==> config.mk <==
export PLATFORM = sky130hd
export DESIGN_NAME = irb_bank_regs
export DESIGN_NICKNAME = d
export VERILOG_FILES = /design/src/irb_pkg.sv /design/src/irb_bank_regs.sv /design/src/irb_byte_reg.sv /design/src/irb_decode.sv
export SDC_FILE = /design/constraint.sdc
export NUM_CORES = 1
export LEC_CHECK = 0
export BUFFER_PORTS_ARGS = -buffer_cell sky130_fd_sc_hd__buf_4
export CORE_MARGIN = 4
export CORE_UTILIZATION = 50
export DETAILED_ROUTE_END_ITERATION = 6
export PLACE_DENSITY = 0.9
export SLEW_MARGIN = 20
export SYNTH_ARGS = -nofsm -noshare
export SYNTH_HDL_FRONTEND = slang
export SYNTH_SLANG_ARGS = --single-unit
==> constraint.sdc <==
create_clock -name i_ref_clk -period 2.75 [get_ports i_ref_clk]
set_input_delay 0.1375 -clock i_ref_clk [delete_from_list [all_inputs] [get_ports i_ref_clk]]
set_output_delay 0.1375 -clock i_ref_clk [all_outputs]
set_load 0.01 [all_outputs]
==> src/irb_pkg.sv <==
package irb_pkg;

  // ****************************************************
  // Bank and offset layout
  // ****************************************************
  localparam int unsigned NUM_BANKS = 8;
  localparam int unsigned REGS_PER_BANK = 8;
  localparam logic [2:0] BANK_DMA = 3'h2;
  localparam logic [2:0] BANK_CTRL1 = 3'h4;
  localparam logic [2:0] BANK_CTRL2 = 3'h5;
  localparam logic [2:0] BANK_SIR = 3'h6;
  localparam logic [2:0] BANK_CFG = 3'h7;
  localparam logic [2:0] OFS_DEMOD = 3'h0;
  localparam logic [2:0] OFS_CTRL3 = 3'h0;
  localparam logic [2:0] OFS_MOD = 3'h1;
  localparam logic [2:0] OFS_CTRL1 = 3'h2;
  localparam logic [2:0] OFS_PULSE = 3'h2;
  localparam logic [2:0] OFS_CONSUMER = 3'h2;
  localparam logic [2:0] OFS_LINE_BANK = 3'h3;
  localparam logic [2:0] OFS_CTRL2 = 3'h4;
  localparam logic [2:0] OFS_CFG1 = 3'h4;
  localparam logic [2:0] OFS_DMA = 3'h4;
  localparam logic [2:0] OFS_CFG3 = 3'h6;
  localparam logic [2:0] OFS_CFG4 = 3'h7;

  // ****************************************************
  // Writable register slots
  // ****************************************************
  localparam int unsigned NUM_RW = 8;
  localparam logic [2:0] IDX_CTRL1 = 3'h0;
  localparam logic [2:0] IDX_CTRL2 = 3'h1;
  localparam logic [2:0] IDX_CTRL3 = 3'h2;
  localparam logic [2:0] IDX_PULSE = 3'h3;
  localparam logic [2:0] IDX_CFG1 = 3'h4;
  localparam logic [2:0] IDX_CFG3 = 3'h5;
  localparam logic [2:0] IDX_CFG4 = 3'h6;
  localparam logic [2:0] IDX_DMA = 3'h7;

  // Implemented bits; the rest read as zero
  localparam logic [7:0] MASK_CTRL1 = 8'h0c;
  localparam logic [7:0] MASK_CTRL2 = 8'h13;
  localparam logic [7:0] MASK_CTRL3 = 8'hc0;
  localparam logic [7:0] MASK_PULSE = 8'h0f;
  localparam logic [7:0] MASK_CFG1 = 8'hff;
  localparam logic [7:0] MASK_CFG3 = 8'h77;
  localparam logic [7:0] MASK_CFG4 = 8'hb8;
  localparam logic [7:0] MASK_DMA = 8'h03;

  // ****************************************************
  // Reset values and select fields
  // ****************************************************
  localparam logic [7:0] RST_BYTE = 8'h00;
  localparam logic [6:0] RST_BANK_CODE = 7'h00;
  localparam logic [2:0] RST_BANK = 3'h0;
  localparam int unsigned SEL_ENABLE_BIT = 7;
  localparam logic [7:0] ZERO_BYTE = 8'h00;

endpackage

==> src/irb_bank_regs.sv <==
// Design decision made here: the plain strobed port.
`timescale 1ns/100ps
`default_nettype none

module irb_bank_regs (
  // Clock and reset
  input wire logic i_ref_clk,
  input wire logic i_rst,
  // Register port
  input wire logic [2:0] i_addr,
  input wire logic [7:0] i_wdata,
  input wire logic i_wr,
  input wire logic i_rd,
  output logic [7:0] o_rdata,
  // Read-only values from the modem datapath
  input wire logic [7:0] i_demod_setting,
  input wire logic [7:0] i_mod_setting,
  input wire logic [7:0] i_consumer_setting,
  // Bank state
  output logic [2:0] o_bank,
  output logic [7:0] o_line_control,
  // Infrared control outputs
  output logic [7:0] o_ir_control_one,
  output logic [7:0] o_ir_control_two,
  output logic [7:0] o_ir_control_three,
  output logic [3:0] o_pulse_width_field,
  output logic [7:0] o_ir_interface_config_one,
  output logic [7:0] o_ir_interface_config_three,
  output logic [7:0] o_ir_interface_config_four,
  // DMA channel use
  output logic [1:0] o_dma_chan_en,
  output logic o_dma_dual
);

  // ****************************************************
  // Decode
  // ****************************************************
  logic [2:0] bank_reg;
  logic [2:0] bank_next;
  logic [6:0] bank_code_reg;
  logic [6:0] bank_code_next;
  logic [7:0] line_ctrl_reg;
  logic [7:0] line_ctrl_next;
  logic [7:0] rdata_reg;
  logic [7:0] rdata_next;
  logic rw_hit;
  logic [2:0] rw_idx;
  logic ro_hit;
  logic [1:0] ro_idx;
  logic sel_hit;
  logic [7:0] rw_q [irb_pkg::NUM_RW];
  logic [irb_pkg::NUM_RW-1:0] rw_we;

  // Offsets are the same in every bank; only the bank changes the target
  irb_decode u_decode (
    .i_bank(bank_reg),
    .i_addr(i_addr),
    .o_rw_hit(rw_hit),
    .o_rw_idx(rw_idx),
    .o_ro_hit(ro_hit),
    .o_ro_idx(ro_idx),
    .o_sel_hit(sel_hit)
  );

  // ****************************************************
  // Writable registers
  // ****************************************************
  localparam logic [7:0] RW_MASK [irb_pkg::NUM_RW] = '{
    irb_pkg::MASK_CTRL1, irb_pkg::MASK_CTRL2, irb_pkg::MASK_CTRL3,
    irb_pkg::MASK_PULSE, irb_pkg::MASK_CFG1, irb_pkg::MASK_CFG3,
    irb_pkg::MASK_CFG4, irb_pkg::MASK_DMA};

  // Write enable only on a writable slot, so read-only and reserved
  // offsets have no path to any storage
  always_comb begin
    rw_we = '0;
    if (i_wr && rw_hit) begin
      rw_we[rw_idx] = 1'b1;
    end
  end

  for (genvar g = 0; g < irb_pkg::NUM_RW; g++) begin : g_rw
    irb_byte_reg #(
      .MASK(RW_MASK[g])
    ) u_reg (
      .i_ref_clk(i_ref_clk),
      .i_rst(i_rst),
      .i_we(rw_we[g]),
      .i_wdata(i_wdata),
      .o_q(rw_q[g])
    );
  end

  // ****************************************************
  // Line control and bank selector
  // ****************************************************
  // Bank code above 7 is kept for readback; only its low three bits
  // steer the decode, since eight banks are all that exist
  always_comb begin
    bank_next = bank_reg;
    bank_code_next = bank_code_reg;
    line_ctrl_next = line_ctrl_reg;
    if (i_wr && sel_hit) begin
      if (i_wdata[irb_pkg::SEL_ENABLE_BIT]) begin
        bank_code_next = i_wdata[6:0];
        bank_next = i_wdata[2:0];
        line_ctrl_next[irb_pkg::SEL_ENABLE_BIT] = 1'b1;
      end else begin
        line_ctrl_next = i_wdata;
        bank_next = irb_pkg::RST_BANK;
      end
    end
  end

  always_ff @(posedge i_ref_clk or posedge i_rst) begin
    if (i_rst) begin
      bank_reg <= irb_pkg::RST_BANK;
      bank_code_reg <= irb_pkg::RST_BANK_CODE;
      line_ctrl_reg <= irb_pkg::RST_BYTE;
    end else begin
      bank_reg <= bank_next;
      bank_code_reg <= bank_code_next;
      line_ctrl_reg <= line_ctrl_next;
    end
  end

  // ****************************************************
  // Read path
  // ****************************************************
  function automatic logic [7:0] ro_value(input logic [1:0] idx,
                                          input logic [7:0] d,
                                          input logic [7:0] m,
                                          input logic [7:0] c);
    logic [7:0] v;
    v = irb_pkg::ZERO_BYTE;
    case (idx)
      irb_pkg::OFS_DEMOD[1:0]: v = d;
      irb_pkg::OFS_MOD[1:0]: v = m;
      irb_pkg::OFS_CONSUMER[1:0]: v = c;
      default: v = irb_pkg::ZERO_BYTE;
    endcase
    return v;
  endfunction

  // Data stands only in the cycle after the strobe, zero otherwise
  always_comb begin
    rdata_next = irb_pkg::ZERO_BYTE;
    if (i_rd) begin
      if (sel_hit) begin
        if (line_ctrl_reg[irb_pkg::SEL_ENABLE_BIT]) begin
          rdata_next = {1'b1, bank_code_reg};
        end else begin
          rdata_next = line_ctrl_reg;
        end
      end else if (ro_hit) begin
        rdata_next = ro_value(ro_idx, i_demod_setting, i_mod_setting,
                              i_consumer_setting);
      end else if (rw_hit) begin
        rdata_next = rw_q[rw_idx];
      end else begin
        rdata_next = irb_pkg::ZERO_BYTE;
      end
    end
  end

  always_ff @(posedge i_ref_clk or posedge i_rst) begin
    if (i_rst) begin
      rdata_reg <= irb_pkg::ZERO_BYTE;
    end else begin
      rdata_reg <= rdata_next;
    end
  end

  // ****************************************************
  // Outputs
  // ****************************************************
  // UART banks 0 to 3 carry only the selector and DMA setup here;
  // their UART registers live in the UART block
  assign o_rdata = rdata_reg;
  assign o_bank = bank_reg;
  assign o_line_control = line_ctrl_reg;
  assign o_ir_control_one = rw_q[irb_pkg::IDX_CTRL1];
  assign o_ir_control_two = rw_q[irb_pkg::IDX_CTRL2];
  assign o_ir_control_three = rw_q[irb_pkg::IDX_CTRL3];
  assign o_pulse_width_field = rw_q[irb_pkg::IDX_PULSE][3:0];
  assign o_ir_interface_config_one = rw_q[irb_pkg::IDX_CFG1];
  assign o_ir_interface_config_three = rw_q[irb_pkg::IDX_CFG3];
  assign o_ir_interface_config_four = rw_q[irb_pkg::IDX_CFG4];
  // Either channel alone or both; half-duplex infrared needs just one
  assign o_dma_chan_en = rw_q[irb_pkg::IDX_DMA][1:0];
  assign o_dma_dual = &rw_q[irb_pkg::IDX_DMA][1:0];
endmodule

`default_nettype wire

==> src/irb_byte_reg.sv <==
`timescale 1ns/100ps
`default_nettype none

module irb_byte_reg #(
  parameter logic [7:0] MASK = 8'hff
) (
  // Clock and reset
  input wire logic i_ref_clk,
  input wire logic i_rst,
  // Write side
  input wire logic i_we,
  input wire logic [7:0] i_wdata,
  // Stored value
  output logic [7:0] o_q
);

  logic [7:0] q_reg;
  logic [7:0] q_next;

  // Unimplemented bits never store, so they read back as zero
  always_comb begin
    q_next = q_reg;
    if (i_we) begin
      q_next = i_wdata & MASK;
    end
  end

  always_ff @(posedge i_ref_clk or posedge i_rst) begin
    if (i_rst) begin
      q_reg <= irb_pkg::RST_BYTE;
    end else begin
      q_reg <= q_next;
    end
  end

  assign o_q = q_reg;

endmodule

`default_nettype wire

==> src/irb_decode.sv <==
`timescale 1ns/100ps
`default_nettype none

module irb_decode (
  // Active bank and offset
  input wire logic [2:0] i_bank,
  input wire logic [2:0] i_addr,
  // Writable slot hit
  output logic o_rw_hit,
  output logic [2:0] o_rw_idx,
  // Read-only slot hit
  output logic o_ro_hit,
  output logic [1:0] o_ro_idx,
  // Shared selector offset
  output logic o_sel_hit
);

  // Bank and offset pair to slot, one place for all users
  function automatic logic [3:0] rw_slot(input logic [2:0] b,
                                         input logic [2:0] a);
    logic [3:0] r;
    r = {1'b0, irb_pkg::IDX_CTRL1};
    if (b == irb_pkg::BANK_CTRL1 && a == irb_pkg::OFS_CTRL1)
      r = {1'b1, irb_pkg::IDX_CTRL1};
    else if (b == irb_pkg::BANK_CTRL2 && a == irb_pkg::OFS_CTRL2)
      r = {1'b1, irb_pkg::IDX_CTRL2};
    else if (b == irb_pkg::BANK_SIR && a == irb_pkg::OFS_CTRL3)
      r = {1'b1, irb_pkg::IDX_CTRL3};
    else if (b == irb_pkg::BANK_SIR && a == irb_pkg::OFS_PULSE)
      r = {1'b1, irb_pkg::IDX_PULSE};
    else if (b == irb_pkg::BANK_CFG && a == irb_pkg::OFS_CFG1)
      r = {1'b1, irb_pkg::IDX_CFG1};
    else if (b == irb_pkg::BANK_CFG && a == irb_pkg::OFS_CFG3)
      r = {1'b1, irb_pkg::IDX_CFG3};
    else if (b == irb_pkg::BANK_CFG && a == irb_pkg::OFS_CFG4)
      r = {1'b1, irb_pkg::IDX_CFG4};
    else if (b == irb_pkg::BANK_DMA && a == irb_pkg::OFS_DMA)
      r = {1'b1, irb_pkg::IDX_DMA};
    return r;
  endfunction

  logic [3:0] slot;

  always_comb begin
    slot = rw_slot(i_bank, i_addr);
    o_rw_hit = slot[3];
    o_rw_idx = slot[2:0];
    o_sel_hit = (i_addr == irb_pkg::OFS_LINE_BANK);
    o_ro_hit = (i_bank == irb_pkg::BANK_CFG) &&
               (i_addr <= irb_pkg::OFS_CONSUMER);
    o_ro_idx = i_addr[1:0];
  end

endmodule

`default_nettype wire

# Word-level counts from Yosys, hierarchy flattened

Index checks and enable logic that the tools add are counted.

Register bits after elaboration: 57
Bits in latches: 0
RAM bits: 0
Memory bits (read-only): 0
Output and inout bits: 74
Word-level logic and storage cells: 70
Memories kept: 0

$add $sub $neg: 0
Multipliers: 0
Divide/modulo/power cells: 0
Order comparisons: 4
Eq/ne operators: 12
Shift operators: 0
Muxes and demuxes: 22
Bitwise gates (word level): 2
Reductions and logical operators: 17

Operators with widths:

| kind                 | number |
|---|---|
| $mux W8              | 8 |
| $mux W4              | 8 |
| $bmux W8 S3          | 1 |
| $pmux W8 S3          | 1 |
| $eq A3 B3 Y1 const B | 7 |
| $logic_and A1 B1 Y1  | 12 |
| $eq A3 B2 Y1 const B | 3 |
| $reduce_and A2 Y1    | 3 |
| $ge A4 B4 Y1 const B | 1 |
| $lt A3 B4 Y1 const B | 1 |
| $not A3 Y4           | 1 |
| $demux W1 S3         | 1 |
| $ge A3 B1 Y1 const B | 1 |
| $le A3 B2 Y1 const B | 1 |
| $logic_not A3 Y1     | 1 |
| $mux W3              | 1 |
| $eq A2 B1 Y1 const B | 1 |
| $eq A2 B2 Y1 const B | 1 |
| $logic_not A2 Y1     | 1 |
| $mux W1              | 2 |
| $not A1 Y1           | 1 |

# Logic depth before layout (Yosys ltp)

Gate-level depths: netlist (run 1).

Depth after elaboration: 18
Depth in mapped cells: 8
Mapped depth without buffers: 6

# By module

Synthesis (run 1) repeated with hierarchy kept, for this count alone.

Cell total of the unflattened synthesis: 312
Area total of the unflattened synthesis: 3570.9 sq um

Modules (own cells, without submodules):

| module                           | instances | cells each | area each (sq um) | seq. area each (sq um) |
|---|---|---|---|---|
| irb_bank_regs                    | 1         | 164        | 1835.5            | 650.6 |
| irb_byte_reg (g_rw[0].u_reg ...) | 3         | 12         | 125.1             | 50.0 |
| irb_byte_reg (g_rw[3].u_reg ...) | 2         | 14         | 182.7             | 100.1 |
| irb_byte_reg (g_rw[4].u_reg)     | 1         | 18         | 335.3             | 200.2 |
| irb_byte_reg (g_rw[5].u_reg)     | 1         | 17         | 274.0             | 150.1 |
| irb_decode                       | 1         | 36         | 231.5             | 0.0 |
| irb_byte_reg (g_rw[1].u_reg)     | 1         | 13         | 153.9             | 75.1 |

# Least setup slack after synthesis (run 1)

No wires, ideal clock.

Kind: reg2reg
From: register bank_reg[0] (netlist: o_bank[0])
To: register g_rw[1].u_reg.q_reg[0]
Library setup time: 0.125 ns
Arrival time: 2.047 ns
Required time: 2.625 ns
Slack: 0.578 ns
Stages on the path, launching flop included: 6
Clock period less this slack: 2.172 ns
Cell sequence: dfrtp_1 -> or2_4 -> o32a_1 -> and2_1 -> or4_4 -> mux2_4

Longest elaborated chain between the ends: 15
Elaborated cells on any way between the ends: 28
Those cells by class: order compare: 2; eq/ne: 5; mux: 11; reduce/logical: 10

Ends and longest elaborated chain:

| item                                                                      | line                 | RTL |
|---|---|---|
| from (decl)                                                               | irb_bank_regs.sv:38  | `logic [2:0] bank_reg;` |
| from (signal assigned)                                                    | irb_bank_regs.sv:117 | `bank_reg <= irb_pkg::RST_BANK;` |
| from (signal assigned)                                                    | irb_bank_regs.sv:121 | `bank_reg <= bank_next;` |
| $eq A3 B2 Y1                                                              | irb_decode.sv:37     | `else if (b == irb_pkg::BANK_DMA && a == irb_pkg::OFS_DMA)` |
| $logic_and A1 B1 Y1                                                       | irb_decode.sv:37     |  |
| $mux W4                                                                   | irb_decode.sv:37     |  |
| $mux W4                                                                   | irb_decode.sv:35     | `else if (b == irb_pkg::BANK_CFG && a == irb_pkg::OFS_CFG4)` |
| $mux W4                                                                   | irb_decode.sv:33     | `else if (b == irb_pkg::BANK_CFG && a == irb_pkg::OFS_CFG3)` |
| $mux W4                                                                   | irb_decode.sv:31     | `else if (b == irb_pkg::BANK_CFG && a == irb_pkg::OFS_CFG1)` |
| $mux W4                                                                   | irb_decode.sv:29     | `else if (b == irb_pkg::BANK_SIR && a == irb_pkg::OFS_PULSE)` |
| $mux W4                                                                   | irb_decode.sv:27     | `else if (b == irb_pkg::BANK_SIR && a == irb_pkg::OFS_CTRL3)` |
| $mux W4                                                                   | irb_decode.sv:25     | `else if (b == irb_pkg::BANK_CTRL2 && a == irb_pkg::OFS_CTRL2)` |
| $mux W4 *                                                                 | irb_decode.sv:23     | `if (b == irb_pkg::BANK_CTRL1 && a == irb_pkg::OFS_CTRL1)` |
| $lt A3 B4 Y1 (implied by the code) / $ge A3 B1 Y1 (equally long branches) | irb_bank_regs.sv:78  | `rw_we[rw_idx] = 1'b1;` |
| $logic_and A1 B1 Y1 (implied by the code)                                 | irb_bank_regs.sv:78  |  |
| $mux W1 (implied by the code)                                             | irb_bank_regs.sv:78  |  |
| $demux W1 S3                                                              | irb_bank_regs.sv:78  |  |
| $mux W8 *                                                                 | irb_bank_regs.sv:77  | `if (i_wr && rw_hit) begin` |
| to (signal assigned)                                                      | irb_byte_reg.sv:30   | `q_reg <= irb_pkg::RST_BYTE;` |
| to (signal assigned)                                                      | irb_byte_reg.sv:32   | `q_reg <= q_next;` |
| to (decl)                                                                 | irb_byte_reg.sv:17   | `logic [7:0] q_reg;` |

Every way passes the cells marked *; elsewhere a longest branch is shown, timed or not.
A chain may end at the register's enable or synchronous reset.

# Worst setup path in the final report (run 1)

From: register bank_reg[0] (netlist: o_bank[0])
To: register g_rw[4].u_reg.q_reg[4]

Longest elaborated chain between the ends: 15
Elaborated cells on any way between the ends: 28
Those cells by class: order compare: 2; eq/ne: 5; mux: 11; reduce/logical: 10

Ends and longest elaborated chain:

| item                                                                      | line |
|---|---|
| $eq A3 B2 Y1                                                              | irb_decode.sv:37 |
| $logic_and A1 B1 Y1                                                       | irb_decode.sv:37 |
| $mux W4                                                                   | irb_decode.sv:37 |
| $mux W4                                                                   | irb_decode.sv:35 |
| $mux W4                                                                   | irb_decode.sv:33 |
| $mux W4                                                                   | irb_decode.sv:31 |
| $mux W4                                                                   | irb_decode.sv:29 |
| $mux W4                                                                   | irb_decode.sv:27 |
| $mux W4                                                                   | irb_decode.sv:25 |
| $mux W4 *                                                                 | irb_decode.sv:23 |
| $lt A3 B4 Y1 (implied by the code) / $ge A3 B1 Y1 (equally long branches) | irb_bank_regs.sv:78 |
| $logic_and A1 B1 Y1 (implied by the code)                                 | irb_bank_regs.sv:78 |
| $mux W1 (implied by the code)                                             | irb_bank_regs.sv:78 |
| $demux W1 S3                                                              | irb_bank_regs.sv:78 |
| $mux W8 *                                                                 | irb_bank_regs.sv:77 |
| to (signal assigned)                                                      | irb_byte_reg.sv:30 |
| to (signal assigned)                                                      | irb_byte_reg.sv:32 |
| to (decl)                                                                 | irb_byte_reg.sv:17 |

Marks and branches as above.

==> results of run 1 <==
## stage by stage
step | worst slack, ps | utilization (%) | cells
CTS | 352 | 64.7 | 491
global placement | 438 | 61.6 | 476
floorplan | 578 | - | 341
finish | 311 | 64.7 | 491
detailed placement | 361 | 61.6 | 476
global route | 217 | 64.7 | 491
## placed cells by master (no fill, tap or decap), types with 2 or more instances in the layout
| master | synthesis | layout |
|---|---|---|
| clkinv_2 | 0 | 3 |
| nand3_1 | 11 | 11 |
| conb_1 | 1 | 23 |
| a22o_1 | 2 | 2 |
| nor3b_1 | 2 | 2 |
| mux2_2 | 44 | 44 |
| mux2i_1 | 15 | 15 |
| nor4_1 | 7 | 7 |
| a21oi_1 | 15 | 15 |
| o21ai_0 | 16 | 16 |
| clkbuf_8 | 0 | 10 |
| a31oi_1 | 2 | 2 |
| nor2b_1 | 2 | 2 |
| nand2b_1 | 2 | 2 |
| nand4_1 | 2 | 2 |
| nor3_1 | 2 | 2 |
| inv_1 | 5 | 4 |
| o22ai_1 | 6 | 6 |
| and2_1 | 4 | 4 |
| nor2_1 | 12 | 12 |
| and3_1 | 3 | 3 |
| nand2_1 | 44 | 44 |
| o221ai_1 | 2 | 2 |
| mux2_4 | 3 | 3 |
| or3_1 | 2 | 2 |
| dfrtp_1 | 57 | 57 |
| o21a_1 | 2 | 2 |
| buf_4 | 23 | 95 |
## power by group through the flow
stage	Sequential, mW	Clock [mW]	Combinational [mW]
final	0.997	0.741	0.434
after detailed placement	1.01	0	0.430
after global routing	1.01	0.784	0.472
after global placement	1.00	0	0.417
after CTS	0.993	0.749	0.432
after floorplan	0.994	0	0.263
## cell families (layout without fill, tap and decap cells)
family / count (synthesis) / count (layout) / share of synthesized area [%]
other: 1 / 23 / 0.116
and+or+nand+nor: 99 / 99 / 14.7
DFF: 57 / 57 / 44.1
buffers and inverters: 42 / 115 / 7.85
AOI/OAI and AO/OA: 56 / 56 / 10.9
muxes: 63 / 63 / 22.1
xor gates and xnor gates: 1 / 1 / 0.271
## worst min-delay path, stage by stage
cell	delay (ps)
buf_4	110
nand2_1	50
nand2_1	60
## synthesized netlist by cell type (all sizes together) (2+ instances only)
master / number / area share [%]
nor4: 7 / 1.4
clkbuf: 6 / 0.70
nand4: 2 / 0.39
nor3: 2 / 0.31
nand2: 44 / 5.1
nor2b: 2 / 0.39
or4: 2 / 0.58
o221ai: 2 / 0.54
a21oi: 15 / 2.3
and3: 3 / 0.58
o21ai: 16 / 2.5
a21boi: 2 / 0.46
mux2i: 15 / 4.6
a31oi: 2 / 0.39
o22ai: 6 / 1.2
nand2b: 2 / 0.39
o21a: 2 / 0.46
inv: 5 / 0.58
buf: 31 / 6.6
dfrtp: 57 / 44
nor2: 13 / 1.6
and2: 4 / 0.77
or3: 2 / 0.39
nor3b: 2 / 0.46
nand3: 11 / 1.7
or2: 2 / 0.46
a22o: 2 / 0.54
mux2: 47 / 17
## how the worst min path moves through the flow
stage | startpoint | endpoint
after CTS | i_wdata[6] | bank_code_reg[6]$_DFFE_PP0P_
after detailed placement | i_rst | bank_code_reg[1]$_DFFE_PP0P_
after global placement | i_rst | bank_code_reg[1]$_DFFE_PP0P_
after global routing | i_wdata[6] | bank_code_reg[6]$_DFFE_PP0P_
after floorplan | i_wdata[0] | bank_code_reg[0]$_DFFE_PP0P_
final | i_wdata[6] | bank_code_reg[6]$_DFFE_PP0P_
## area by class of cell
class                      count  area, µm²  share of cell area, %
tap                           77       96.3                   2.36
clock buffer                  10        138                   3.37
inverter                       5       18.8                  0.460
multi-input combinational    242       1640                   40.1
clock inverter                 4       45.0                   1.10
sequential                    57       1430                   34.9
timing repair buffer          96        723                   17.7
## layer usage
layer | vias up | wire length, µm
met2 | 211 | 4670
met5 | - | 0
met1 | 1441 | 3450
met3 | 33 | 1050
li1 | 1285 | -
met4 | 0 | 291
==> summary.txt, run 1 <==
Run status
  – Status: completed

Global routing
  – Total track usage: 25.0%
  – Met1 Use GR: 31.6%
  – Vias in the first global route: 2782
  – Met2 Usage GRT: 40.5%
  – Initial antenna violation count: 0
  – Pin count of the biggest net entering global routing: 27
  – Met3 usage: 6.98%
  – Global-route wire length before repair: 14.6 mm
  – Gr ovfl total: 0
  – GR peak layer: met2

Hold path
  – Hold Path Depth: 3
  – Hold WC Path Type: in -> reg

Setup path
  – CP delay by family, top: simple AND/OR/NAND/NOR gates
  – Critical Path RT: 2970 ps
  – CP cell instances: nor4_1, nand3_1, and2_1, buf_4, nand3_1, mux2_2
  – Crit end category: flop
  – Setup CP Type: reg -> reg
  – Worst reg2reg endpoint: g_rw[4].u_reg.o_q[4]$_DFFE_PP0P_
  – Worst setup path end: g_rw[4].u_reg.o_q[4]$_DFFE_PP0P_
  – Path length in cells of the critical path: 6
  – FF-to-FF path depth: 6
  – Critical Path Source: o_bank[0]$_DFFE_PP0P_
  – CP most frequent cell: nand3_1
  – Critical Path AT: 2660 ps
  – FF-to-FF setup slack: 310 ps
  – Reg-to-reg startpoint: o_bank[0]$_DFFE_PP0P_
  – CP startpoint kind: flop
  – Critical path buffers and inverters: 1
  – CP peak stage delay: 550 ps
  – Crit-path slowest cell: dfrtp_1
  – Worst-path fanout max: 16

Place
  – Cell Area, Placed: 3890 µm²
  – Post-DP HPWL: 7.19 mm
  – I/O Buffers: 89
  – Gp weighted congestion: 0.961

Synthesis
  – Yosys reg bits: 57
  – Register area share after synthesis: 44.1%
  – Mean post-synth cell area: 10.1 µm²
  – Synth cell types: 47
  – Post-synth EDFFs: 0
  – Post-Syn Area: 3230 µm²
  – Most used DFF post-synth: dfrtp_1
  – Cells after Synth: 319
  – YS warnings: 0
  – Asr flop ratio synth: 100%

Die
  – Core area: 6310 µm²
  – Initial cell density of the core: 51.2%
  – Die area: 7820 µm²
  – Top Ports: 113
  – Row Count: 29
  – Die Y: 88.4 µm
  – Die width: 88.4 µm

Drt
  – Drt pass-1 iters: 5
  – Avg WL per Cell: 19.3 µm
  – Final wirelength: 9.46 mm
  – DRC viols: 0
  – Initial DRC count: 337
  – Vias post-DR: 2970
  – Routed Antenna Nets: 0
  – Vias/cell: 6.05

STA
  – Tcrit/Tclk final: 88.7%
  – Hold_ws: 57.2 ps
  – Final setup fails: 0
  – Tightest Pin Transition: 536 ps
  – RSZ-0062 raised after global routing: false
  – Final hold viol count: 0
  – Setup TNS: 0 ps
  – Max Clock Freq: 410 MHz
  – Slew HR: 64.1%
  – Clock skew: 9.52 ps
  – Max-slew violations: 0
  – Final min period: 2440 ps

Job
  – Max-Cap Viols: 0

Final layout
  – N_diodes: 0
  – Final #Nets: 450
  – Final instance area: 4080 µm²
  – Fillcell total: 481
  – Layout cell share with drive strength beyond 1: 39.4%
  – Layout Area Growth over Synthesis: 26.3%
  – Max FFs per register: 31

CTS
  – CTS clk-pin slew, worst paths: 60 ps
  – Num CTS Buffers: 9
  – Later-pin clock latency in the skew report: 340 ps
  – CTS max path bufs: 2
  – Post_cts resized: 0
  – Setup Buffers After CTS: 0
  – H-tree depth: 3
  – Clk sinks: 57
  – CTS tree: built
  – Clock Tree Root: clkbuf_8
  – Cts hold-fix bufs: 1

Pwr
  – NetSw: 615 µW
  – Pint: 1.56 mW
  – Part of the power in registers: 45.9%
  – Switch share: 28.3%
  – Worst vdd ir: 459 µV
  – Pwr/cell area: 532 nW/µm²
  – Comb pwr share: 20.0%
  – Clk pwr share: 34.1%
  – LEAKAGE: 2.06 nW
  – Pwr Total: 2.17 mW
No activity file was read; power rests on OpenSTA's default activity.
==> run 2: changes to the inputs <==
Settings changed: PLACE_DENSITY 0.9 to 0.78.
==> summary.txt, run 2 (same netlist as run 1, synthesis figures left out) <==
Die
  – Row Count: 29
  – Die Y: 88.4 µm
  – Die width: 88.4 µm
  – Core area: 6310 µm²
  – Die area: 7820 µm²
  – Top Ports: 113
  – Initial cell density of the core: 51.2%

Place
  – I/O Buffers: 89
  – Place WS: 361 ps
  – Cell Area, Placed: 3900 µm²
  – Post-DP HPWL: 7.00 mm
  – Gp weighted congestion: 0.897
  – Placed cell count: 477

Setup path
  – Crit-path slowest cell: dfrtp_1
  – Path length in cells of the critical path: 7
  – CP cell instances: buf_4, or3_1, a21bo_2, a21boi_1, nor3b_1, o32ai_1, a21oi_1
  – Worst-path fanout max: 9
  – Reg-to-reg startpoint: o_bank[0]$_DFFE_PP0P_
  – Worst reg2reg endpoint: o_rdata[3]$_DFF_PP0_
  – CP delay by family, top: compound AO/OA/AOI/OAI gates
  – FF-to-FF path depth: 7
  – FF-to-FF setup slack: 300 ps
  – Critical Path RT: 2960 ps
  – Critical path buffers and inverters: 1
  – Critical Path AT: 2660 ps
  – Critical Path Source: o_bank[0]$_DFFE_PP0P_
  – CP startpoint kind: flop
  – Setup CP Type: reg -> reg
  – CP peak stage delay: 450 ps
  – Worst setup path end: o_rdata[3]$_DFF_PP0_
  – Crit end category: flop

CTS
  – CTS clk-pin slew, worst paths: 70 ps
  – Later-pin clock latency in the skew report: 350 ps
  – H-tree depth: 3
  – Clk sinks: 57
  – Post_cts resized: 0
  – CTS max path bufs: 2
  – Clock Tree Root: clkbuf_8
  – CTS tree: built
  – Num CTS Buffers: 9

Drt
  – Vias post-DR: 2867
  – Final wirelength: 9.46 mm
  – Drt pass-1 iters: 7
  – Initial DRC count: 314
  – DRC viols: 0
  – Vias/cell: 5.80
  – Avg WL per Cell: 19.2 µm
  – Routed Antenna Nets: 0

STA
  – Slew HR: 50.9%
  – Clock skew: 6.29 ps
  – Final min period: 2450 ps
  – Final setup fails: 0
  – Setup TNS: 0 ps
  – Max-slew violations: 0
  – Tightest Pin Transition: 735 ps
  – Hold_ws: 48.6 ps
  – RSZ-0062 raised after global routing: false
  – Max Clock Freq: 408 MHz
  – Worst Slack Setup Final: 302 ps
  – Final hold viol count: 0
  – Tcrit/Tclk final: 89.0%

Hold path
  – Hold WC Path Type: in -> reg

Pwr
  – LEAKAGE: 2.08 nW
  – Pwr Total: 2.33 mW
  – Worst vdd ir: 467 µV
  – Pwr/cell area: 563 nW/µm²

Global routing
  – Vias in the first global route: 2756
  – Gr ovfl total: 0
  – Global-route wire length before repair: 14.4 mm
  – Pin count of the biggest net entering global routing: 35
  – Initial antenna violation count: 0
  – Total track usage: 24.7%

Final layout
  – Register area: 1430 µm²
  – Layout cell share with drive strength beyond 1: 39.8%
  – Fillcell total: 519
  – Final instance area: 4140 µm²
  – N_diodes: 0
  – Non-filler cells, final: 494
  – Area of the multi-input gates: 1640 µm²
  – Layout Area Growth over Synthesis: 27.9%
  – Max FFs per register: 31
  – Final #Nets: 451
  – Fin util: 65.5%
  – Commonest non-fill, non-tap cell in the layout: buf_4
  – Most frequent cells in the layout: buf_4 (96), dfrtp_1 (57), nand2_1 (44), mux2_2 (44), conb_1 (23)

Job
  – Max-Cap Viols: 0

Run status
  – Status: completed
run 2: per-layer routing:
metal / global-route usage, % / routed length [µm] / share of wire, % / vias up
met2: 39.0 / 4530 / 48 / 159
met3: 5.49 / 883 / 9.3 / 18
li1: - / - / - / 1296
met5: 0 / 0 / 0 / -
met1: 33.8 / 3870 / 41 / 1394
met4: 8.52 / 180 / 1.9 / 0
run 2: area by class of cell:
| cell class | count | share of cell area (%) |
|---|---|---|
| Clock buffer | 10 | 3.33 |
| Timing Repair Buffer | 97 | 17.7 |
| Clock inverter | 6 | 2.18 |
| Tap cell | 77 | 2.33 |
| Sequential cell | 57 | 34.5 |
| Inverter | 5 | 0.454 |
| Multi-Input combinational cell | 242 | 39.6 |
run 2: how the worst min path moves through the flow:
stage | startpoint | endpoint | slack (ps) | cells after the start
floorplan | i_wdata[0] | bank_code_reg[0]$_DFFE_PP0P_ | 240 | 2
global placement | i_rst | o_line_control[0]$_DFFE_PP0P_ | 310 | 2
detailed placement | i_rst | bank_code_reg[5]$_DFFE_PP0P_ | 310 | 2
CTS | i_wdata[6] | bank_code_reg[6]$_DFFE_PP0P_ | 50 | 3
global route | i_wdata[5] | bank_code_reg[5]$_DFFE_PP0P_ | 70 | 3
finish | i_wdata[6] | bank_code_reg[6]$_DFFE_PP0P_ | 50 | 3
run 2: worst register-to-register path, delay by kind of cell, from the launching register on:
kind            cells  cell delay (ps)
compound gates      4             1150
buf+inv             1              200
simple gates        2              500
flops               1              450
run 2: report_power, final:
group	switching [mW]	internal (mW)	total (mW)	leakage, nW
sequential	0.0768	0.911	0.988	0.768
combinational	0.224	0.220	0.444	1.20
clock	0.361	0.537	0.898	0.113
run 2: timing repair:
| item | in CTS | in global routing |
|---|---|---|
| setup buffers | 0 | 0 |
| hold buffers | 1 | 0 |
| endpoints found under the hold margin | 32 | 0 |
